### config.mk
export PLATFORM = sky130hd
export DESIGN_NAME = rsc_top
export DESIGN_NICKNAME = d
export VERILOG_FILES = /design/src/rsc_pkg.sv /design/src/rsc_pin_filter.sv /design/src/rsc_sync.sv /design/src/rsc_top.sv
export SDC_FILE = /design/constraint.sdc
export NUM_CORES = 1
export LEC_CHECK = 0
export BUFFER_PORTS_ARGS = -buffer_cell sky130_fd_sc_hd__buf_2
export CAP_MARGIN = 20
export CORE_MARGIN = 2
export CORE_UTILIZATION = 53
export DETAILED_ROUTE_END_ITERATION = 8
export GPL_TIMING_DRIVEN = 0
export MAX_ROUTING_LAYER = met4
export PLACE_DENSITY = 0.79
export SYNTH_ARGS = -nofsm -noshare
export SYNTH_HDL_FRONTEND = slang
export SYNTH_SLANG_ARGS = --single-unit
### constraint.sdc
create_clock -name clk -period 2.1 [get_ports clk]
set_input_delay 0.21 -clock clk [delete_from_list [all_inputs] [get_ports clk]]
set_output_delay 0.21 -clock clk [all_outputs]
set_load 0.005 [all_outputs]
### src/rsc_pkg.sv
// Operation
// - Voltage detectors disabled only by power-on or pin
// - Power-on reset follows supply comparator level
// - Power-on and pin reset are ORed
// - Warm-up starts when later source releases
// - Core held until warm-up completes
// - Pin low 5us or longer resets device
// - Shared pin is reset input at power-up
// - Voltage detection causes internal factor reset
// - Watchdog overflow causes internal factor reset
// - Clock deadlock setting causes internal factor reset
// - Trimming bits loaded during every warm-up
// - Abnormal trimming bits set trim fault flag
// - Corrupted latched trimming causes internal reset
// - Flash access in standby causes internal reset
// - Cause register cleared by reset only on power-on or pin, except trim fault bit cleared at every warm-up start
// - Clear bit plus key 0x71 clears causes
// - Disable bit plus key 0xb2 switches pin
// - Any reset during warm-up restarts the count
// - Execution starts from vector at top bytes
// - Bit 7 of cause register reads zero
package rsc_pkg;
	localparam int unsigned CLK_HZ = 25000000;
	localparam int unsigned PIN_LOW_NS = 5000;
	localparam int unsigned PIN_LOW_CYC = (PIN_LOW_NS * (CLK_HZ / 1000000) + 999) / 1000;
	localparam int unsigned WARMUP_CYC_DEF = 4096;
	localparam logic [7:0] KEY_CAUSE_CLEAR = 8'h71;
	localparam logic [7:0] KEY_PIN_DISABLE = 8'hb2;
	localparam logic [15:0] RESET_VECTOR = 16'hfffe;
	// Cause bit positions
	localparam int unsigned CB_VDET = 0;
	localparam int unsigned CB_WDT = 1;
	localparam int unsigned CB_CLK = 2;
	localparam int unsigned CB_TRIM = 3;
	localparam int unsigned CB_FLASH = 4;
	localparam int unsigned CB_TRIM_FAULT = 5;
	localparam int unsigned CB_CLEAR_REQ = 6;
	localparam logic [7:0] CAUSE_RESET = 8'h00;
	localparam logic [7:0] TRIM_RESET = 8'h00;
	typedef enum logic [2:0] {
		RSC_RESET = 3'b001,
		RSC_WARMUP = 3'b010,
		RSC_RUN = 3'b100
	} rsc_state_e;
endpackage

### src/rsc_pin_filter.sv
`timescale 1ns/1ps
module rsc_pin_filter (
	input wire logic clk,
	input wire logic reset_n,
	input wire logic pin_low,
	output logic pin_reset
);
	typedef struct packed {
		logic [15:0] cnt;
		logic hit;
	} rsc_flt_s;
	rsc_flt_s st_r, st_nxt;
	always_comb begin
		st_nxt = st_r;
		if (!pin_low) begin
			st_nxt.cnt = '0;
			st_nxt.hit = 1'b0;
		end else if (st_r.cnt < 16'(rsc_pkg::PIN_LOW_CYC - 1)) begin
			st_nxt.cnt = st_r.cnt + 16'h0001;
		end else begin
			st_nxt.hit = 1'b1;
		end
	end
	always_ff @(posedge clk) begin
		if (!reset_n) begin
			st_r <= '0;
		end else begin
			st_r <= st_nxt;
		end
	end
	assign pin_reset = st_r.hit;
endmodule

### src/rsc_sync.sv
`timescale 1ns/1ps
module rsc_sync (
	input wire logic clk,
	input wire logic reset_n,
	input wire logic d,
	output logic q
);
	typedef struct packed {
		logic s1;
		logic s2;
	} rsc_sync_s;
	rsc_sync_s st_r, st_nxt;
	always_comb begin
		st_nxt.s1 = d;
		st_nxt.s2 = st_r.s1;
	end
	// Reset to high: pin idles released
	always_ff @(posedge clk) begin
		if (!reset_n) begin
			st_r <= '1;
		end else begin
			st_r <= st_nxt;
		end
	end
	assign q = st_r.s2;
endmodule

### src/rsc_top.sv
`timescale 1ns/1ps
module rsc_top #(
	parameter int unsigned WARMUP_CYC = rsc_pkg::WARMUP_CYC_DEF
) (
	input wire logic clk,
	input wire logic reset_n,
	input wire logic supply_above_release,
	input wire logic reset_pin_in,
	input wire logic vdet_event,
	input wire logic wdt_overflow,
	input wire logic clock_deadlock,
	input wire logic flash_standby_access,
	input wire logic trim_latch_corrupt,
	input wire logic [7:0] trim_store_data,
	input wire logic trim_store_ok,
	input wire logic cause_clear_request_wr,
	input wire logic cause_clear_request_val,
	input wire logic reset_pin_disable_wr,
	input wire logic reset_pin_disable_val,
	input wire logic key_wr,
	input wire logic [7:0] key_data,
	output logic por_active,
	output logic core_reset_n,
	output logic warmup_active,
	output logic vdet_disable,
	output logic [7:0] reset_cause_status,
	output logic [7:0] trim_value,
	output logic reset_pin_is_port,
	output logic port_pin_value,
	output logic reset_pin_disable,
	output logic [15:0] fetch_vector
);
	// ----------------------------------------
	// State
	// ----------------------------------------
	typedef struct packed {
		rsc_pkg::rsc_state_e state;
		logic [31:0] wu_cnt;
		logic [7:0] cause;
		logic clr_req;
		logic dis_bit;
		logic pin_port;
		logic [7:0] trim;
		logic vdis;
		logic por_q;
		logic ext_hold;
	} rsc_top_s;
	rsc_top_s st_r, st_nxt;

	logic pin_s;
	logic pin_reset;
	logic factor_any;
	logic ext_reset;

	function automatic logic key_match(input logic [7:0] d, input logic [7:0] k);
		key_match = (d == k);
	endfunction

	// ----------------------------------------
	// Pin path
	// ----------------------------------------
	rsc_sync u_sync (
		.clk(clk),
		.reset_n(reset_n),
		.d(reset_pin_in),
		.q(pin_s)
	);
	rsc_pin_filter u_filter (
		.clk(clk),
		.reset_n(reset_n),
		.pin_low(!pin_s && !st_r.pin_port),
		.pin_reset(pin_reset)
	);

	// Pin reset holds until pin returns high
	assign ext_reset = pin_reset || (st_r.ext_hold && !pin_s);
	assign factor_any = vdet_event || wdt_overflow || clock_deadlock
		|| flash_standby_access || trim_latch_corrupt;

	// ----------------------------------------
	// Next state
	// ----------------------------------------
	always_comb begin
		st_nxt = st_r;
		st_nxt.por_q = !supply_above_release;
		st_nxt.ext_hold = ext_reset;
		if (st_r.por_q || ext_reset) begin
			st_nxt.state = rsc_pkg::RSC_RESET;
			st_nxt.wu_cnt = '0;
			st_nxt.cause = rsc_pkg::CAUSE_RESET;
			st_nxt.clr_req = 1'b0;
			st_nxt.dis_bit = 1'b0;
			st_nxt.vdis = 1'b1;
			if (st_r.por_q) begin
				st_nxt.pin_port = 1'b0;
			end
		end else if (factor_any) begin
			st_nxt.state = rsc_pkg::RSC_RESET;
			st_nxt.wu_cnt = '0;
			if (vdet_event) st_nxt.cause[rsc_pkg::CB_VDET] = 1'b1;
			if (wdt_overflow) st_nxt.cause[rsc_pkg::CB_WDT] = 1'b1;
			if (clock_deadlock) st_nxt.cause[rsc_pkg::CB_CLK] = 1'b1;
			if (trim_latch_corrupt) st_nxt.cause[rsc_pkg::CB_TRIM] = 1'b1;
			if (flash_standby_access) st_nxt.cause[rsc_pkg::CB_FLASH] = 1'b1;
		end else begin
			case (st_r.state)
				rsc_pkg::RSC_RESET: begin
					st_nxt.state = rsc_pkg::RSC_WARMUP;
					st_nxt.wu_cnt = '0;
					st_nxt.cause[rsc_pkg::CB_TRIM_FAULT] = 1'b0;
				end
				rsc_pkg::RSC_WARMUP: begin
					if (st_r.wu_cnt == 32'h00000000) begin
						st_nxt.trim = trim_store_data;
						if (!trim_store_ok) begin
							st_nxt.cause[rsc_pkg::CB_TRIM_FAULT] = 1'b1;
						end
					end
					if (st_r.wu_cnt >= WARMUP_CYC - 1) begin
						st_nxt.state = rsc_pkg::RSC_RUN;
					end else begin
						st_nxt.wu_cnt = st_r.wu_cnt + 32'h00000001;
					end
				end
				rsc_pkg::RSC_RUN: begin
					st_nxt.vdis = 1'b0;
					if (cause_clear_request_wr) st_nxt.clr_req = cause_clear_request_val;
					if (reset_pin_disable_wr) st_nxt.dis_bit = reset_pin_disable_val;
					if (key_wr && key_match(key_data, rsc_pkg::KEY_CAUSE_CLEAR)
						&& st_r.clr_req) begin
						st_nxt.cause = '0;
						st_nxt.clr_req = 1'b0;
					end
					if (key_wr && key_match(key_data, rsc_pkg::KEY_PIN_DISABLE)) begin
						st_nxt.pin_port = st_r.dis_bit;
					end
				end
				default: begin
					st_nxt.state = rsc_pkg::RSC_RESET;
				end
			endcase
		end
	end

	always_ff @(posedge clk) begin
		if (!reset_n) begin
			st_r.state <= rsc_pkg::RSC_RESET;
			st_r.wu_cnt <= '0;
			st_r.cause <= rsc_pkg::CAUSE_RESET;
			st_r.clr_req <= 1'b0;
			st_r.dis_bit <= 1'b0;
			st_r.pin_port <= 1'b0;
			st_r.trim <= rsc_pkg::TRIM_RESET;
			st_r.vdis <= 1'b1;
			st_r.por_q <= 1'b1;
			st_r.ext_hold <= 1'b0;
		end else begin
			st_r <= st_nxt;
		end
	end

	// ----------------------------------------
	// Outputs
	// ----------------------------------------
	assign por_active = st_r.por_q;
	assign core_reset_n = (st_r.state == rsc_pkg::RSC_RUN);
	assign warmup_active = (st_r.state == rsc_pkg::RSC_WARMUP);
	assign vdet_disable = st_r.vdis;
	assign reset_cause_status = {1'b0, st_r.clr_req, st_r.cause[5:0]};
	assign trim_value = st_r.trim;
	assign reset_pin_is_port = st_r.pin_port;
	assign port_pin_value = pin_s;
	assign reset_pin_disable = st_r.dis_bit;
	assign fetch_vector = rsc_pkg::RESET_VECTOR;
endmodule

== Yosys cells after proc, flatten, opt, wreduce, memory -nomap -nowiden ==
Cells that the tools add are included.

* Bits in registers: 74
* Latch bits: 0
* Bits in writable memories: 0
* ROM bits: 0
* Bits of input ports: 31
* Output and inout bits: 39
* Word-level logic and storage cells: 106
* Memories kept: 0

* $add $sub $neg: 2
* $mul: 0
* Divide/modulo/power cells: 0
* Order comparisons: 2
* Equal/unequal tests: 17
* Shift operators: 0
* Muxes and demuxes: 24
* Bitwise gates (word level): 4
* Reduce and logical (&&, ||, !) cells: 38

{| class="wikitable"
|+ Operator list
! cell !! number
|-
| $pmux 32 s2 || 1
|-
| $add 32x1->32 const B || 1
|-
| $ge 32x12->1 const B || 1
|-
| $logic_not 32->1 || 1
|-
| $mux 32 || 1
|-
| $mux 8 || 3
|-
| $reduce_and 3->1 || 7
|-
| $add 16x1->16 const B || 1
|-
| $lt 16x7->1 const B || 1
|-
| $ne 2x2->1 const B || 8
|-
| $mux 1 || 13
|-
| $reduce_bool 2->1 || 6
|-
| $mux 10 || 1
|-
| $pmux 3 s3 || 1
|-
| $eq 8x7->1 const B || 1
|-
| $eq 8x8->1 const B || 1
|-
| $ne 2x1->1 const B || 4
|-
| $reduce_and 2->1 || 4
|-
| $reduce_and 4->1 || 2
|-
| $mux 7 || 1
|-
| $logic_or 1x1->1 || 6
|-
| $logic_and 1x1->1 || 5
|-
| $mux 5 || 1
|-
| $reduce_and 5->1 || 1
|-
| other kinds (10) || 15
|}

== Logic depth before layout (Yosys ltp) ==
* Depth in word-level cells: 7
* Mapped depth: 8
* Mapped depth without buffers: 7

== Cells and area by module ==
A second synthesis with hierarchy kept.

* Cells, all modules: 346
* Area, all modules: 3144.3 sq um

{| class="wikitable"
|+ By module, submodules not included
! module !! instances !! cells each !! area an instance (sq um) !! sequential area each (sq um)
|-
| rsc_top || 1 || 277 || 2454.9 || 1101.1
|-
| rsc_pin_filter || 1 || 65 || 636.9 || 340.3
|-
| rsc_sync || 1 || 4 || 52.6 || 40.0
|}

== Least setup slack after synthesis ==
Ideal clock, no wire load.

* Path type: input to register
* Start point: in vdet_event
* End point: reg st_r, in the netlist trim_value[0]
* Library setup time: 121 ps
* Arrival time: 1828 ps
* Required time: 1979 ps
* Slack: 151 ps
* Stages: 6
* Path buffers: 1
* Cells stage by stage: or4_4 > or2_4 > or4_1 > buf_2 > o21ai_1 > a21boi_1

* Cells in the longest elaborated chain, start to end: 6

{| class="wikitable"
|+ RTL lines
! item !! RTL line !! RTL
|-
| from (decl) || rsc_top.sv:9 || <nowiki>input wire logic vdet_event,</nowiki>
|-
| $logic_or 1x1->1 (2 in a row) || rsc_top.sv:77 || <nowiki>assign factor_any = vdet_event || wdt_overflow || clock_deadlock</nowiki>
|-
| $logic_or 1x1->1 (2 in a row) || rsc_top.sv:78 || <nowiki>|| flash_standby_access || trim_latch_corrupt;</nowiki>
|-
| $not 1->1 (no line) || n/a ||
|-
| $reduce_and 4->1 (no line) || n/a ||
|-
| to (signal assigned) || rsc_top.sv:158 || <nowiki>st_r <= st_nxt;</nowiki>
|-
| to (decl) || rsc_top.sv:48 || <nowiki>rsc_top_s st_r, st_nxt;</nowiki>
|}

Every way passes these cells.
A chain may end at the register's enable or synchronous reset.

== Final worst setup path ==
* Start point: reg st_r, in the netlist por_active
* End point: reg st_r[32] (netlist bit)

* Cells in the longest elaborated chain, start to end: 2

{| class="wikitable"
|+ RTL lines
! item !! RTL line !! RTL
|-
| $logic_or 1x1->1 || rsc_top.sv:87 || <nowiki>if (st_r.por_q || ext_reset) begin</nowiki>
|-
| $reduce_or 3->1 (no line) || n/a ||
|}

Every way passes these cells.

==> results.md <==
- Final HPWL DP: 4.41 mm
- Min-delay src: supply_above_release
- Final instance area: 3770 um^2
- Antenna viol nets, final: 0
- Initial DRC count: 108
- Total design power: 2.56 mW
- Arr. time, crit path: 2220 ps
- Wire per inst: 12.4 um
- Comb power frac: 0.040
- Buffers on Ports: 52
- Hold Path End: por_active$_SDFF_PN1_
- Area of the mapped netlist: 3130 um^2
- Worst Hold Class: primary input to register
- Sequential cell area fraction in the yosys report: 0.474
- H-tree levels: 3
- Nets: 452
- Post-synth EDFFs: 0
- CP Capture Type: register
- Fin crit share: 0.935
- Outcome: finished, final reports clean
- Inst Count DP: 477
- Max incr delay on CP: 390 ps
- Die height: 80.8 um
- Drt first pass iters: 4
- R2r endpoint: st_r[32]$_SDFFE_PP0P_
- Initial Util: 0.558
- Antenna violations before repair: 0
- I/O pins: 70
- CTS max path bufs: 2
- Total GRT Usage: 0.201
- Top-area cell type share of the netlist area: 0.474
- Synth cell types: 50
- Sw power: 0.526 mW
- Sequential share of power: 0.551
- Clk root buf: clkbuf_8
- PD cells: 679 nW/um^2
- Worst Tran Pin Value: 658 ps
- Num CTS Buffers: 9
- CP Launch Type: register
- Leak: 1.66 nW
- Rel. slew slack: 0.559
- TritonCTS clock tree: done
- Max Clock Skew: 8.02 ps
- Die width: 80.8 um
- Yosys top cell by area: dfxtp_1
- Yosys warnings: 0
- DR DRC count: 0
- Worst Setup SP: por_active$_SDFF_PN1_
- Most common cell in the netlist: dfxtp_1
- Cts hold-fix bufs: 0
- Syn avg cell area: 9.25 um^2
- # diodes: 0
- Placed inst area: 3530 um^2
- Reg-to-Reg Start: por_active$_SDFF_PN1_
- Ys async rst share: 0
- Core area: 5610 um^2
- Crit Path Class: register to register
- CP dominant cell by count: clkbuf_1
- Largest net degree at the start of global routing: 12
- Cell depth of the worst min-delay path: 2
- CTS clk-pin slew, worst paths: 70 ps
- FF-to-FF path depth: 6
- Max-cap violations: 0
- First-pass GRT wire length: 9.99 mm
- Routed wire length: 6.12 mm
- Gp weighted congestion: 0.827
- VDD IR-drop max: 0.000523 V
- Reg2Reg Setup Slack: 140 ps
- Syn Inst Count: 338
- Clock power share: 0.409
- Vias: 2566
- Share of layout cells above drive strength 1: 0.284
- Final std cells w/o fill: 494
- Via density: 5.19
- Area growth, synth to finish: 20.7%
- Hold Vio Cnt, Final: 0
- # rows: 27
- Largest cells by area after synthesis: dfxtp_1, buf_4, and2_1
- Synthesis-stage register bit count: 74
- CP Cell Sequence: nand2b_1 > a211o_1 > clkbuf_1 > or3_1 > clkbuf_1 > a211oi_1
- CP max stage cell: or3_1
- Pint: 2.04 mW
- Sink Count: 74
- Top_reg_cell synth: dfxtp_1
- Die area: 6530 um^2
- Max frequency: 510 MHz
- GRT overflow: 0
- Worst-path maximum fanout: 10
- Critical Path RT: 2360 ps
- Final setup vio count: 0
- Final Slew Violations: 0
- Final critical-path required period: 1960 ps
- Clock latency at the later pin of the worst-skew pair: 340 ps
- Via count of the first global-routing pass: 2325
- Switching Fraction: 0.205
- Synth top cells by count: dfxtp_1, buf_4, a21oi_1, and2_1, nor2_1
==> layout by cell type (no fill, tap or decap), types with 3 or more instances in the layout <==
cell type,count
dfxtp_1,74
nor2_1,20
clkbuf_1,7
nand2b_1,4
nor4_2,3
nand2_1,16
nand4b_1,3
o21ai_0,5
or3_1,7
nor4bb_1,3
buf_4,34
inv_1,9
and2_1,22
a21oi_1,23
ha_1,3
conb_1,17
nand3_1,15
nand4_1,8
a21boi_1,8
or4_1,5
buf_2,55
and3_1,11
clkbuf_8,10
xor2_1,4
and4_1,4
nor4_1,5
o31ai_1,4
o21ai_1,9
==> power by group through the flow <==
stage               Sequential, mW  Clock, mW  Combinational (mW)
floorplan                     1.44          0              0.0584
global placement              1.45          0              0.0984
detailed placement            1.45          0               0.100
CTS                           1.41       1.07               0.101
global route                  1.41       1.13               0.115
finish                        1.41       1.05               0.102
==> worst max-delay path by stage <==
stage	depth (start not counted)	endpoint	slack (ps)
global placement	8	st_r[28]$_SDFFE_PP0P_	-70
CTS	8	st_r[26]$_SDFFE_PP0P_	10
detailed placement	8	st_r[25]$_SDFFE_PP0P_	-110
floorplan	6	trim_value[0]$_SDFFE_PN0P_	150
finish	6	st_r[32]$_SDFFE_PP0P_	140
global route	8	trim_value[4]$_SDFFE_PN0P_	-1
==> critical path: cells and delay by family, from the launching register on <==
family / cells / cell delay [ps]
simple gates: 2 / 580
flops: 1 / 360
compound gates: 2 / 500
buf+inv: 2 / 450
==> timing repair <==
action	in CTS	in global routing
setup buffers	0	2
pin swaps	0	3
gates resized for setup	3	9
endpoints found under the setup margin	23	21
==> metal layers <==
metal  GRT usage  part of all wire  wire (um)
met1       0.236              0.47       2900
met2       0.325              0.46       2810
met3      0.0478             0.051        309
met4      0.0966             0.016         95
met5           -                 0          0
==> state kept, by name, indices dropped and copies added (netlist names) <==
name	flops
st_r	36
vdet_disable	1
trim_value	8
reset_pin_is_port	1
reset_pin_disable	1
u_filter.st_r	16
u_sync.st_nxt	1
u_filter.pin_reset	1
por_active	1
u_sync.q	1
reset_cause_status	7
==> kinds of logic (layout without fill, tap and decap cells) <==
family	after synthesis	after routing	synth area share
and+or+nand+nor	141	141	0.268
DFF	74	74	0.474
AOI/OAI and AO/OA	60	60	0.123
buffers and inverters	51	120	0.101
xor gates and xnor gates	5	5	0.0140
adders and majority gates	3	3	0.0120
other	2	17	0.00240
muxes	2	2	0.00640
==> cell type report <==
cell class | instances | area (um^2)
sequential | 74 | 1480
fill | 473 | 1830
buffer | 42 | 287
inverter | 9 | 33.8
tap | 72 | 90.1
timing repair buffer | 54 | 275
clock buffer | 12 | 145
clock inverter | 3 | 40.0
multi-input combinational | 228 | 1420
==> stage by stage <==
stage | hold slack [ps] | util | TNS [ps] | setup slack [ps]
2_1_floorplan | 280 | - | 0 | 151
3_3_place_gp | 388 | 0.630 | -852 | -74.1
3_5_place_dp | 395 | 0.630 | -1480 | -108
4_1_cts | 29.9 | 0.665 | 0 | 10.6
5_1_grt | 33.6 | 0.673 | -1.28 | -1.28
6_report | 41.3 | 0.673 | 0 | 137
(Power assumes the default switching activity.)
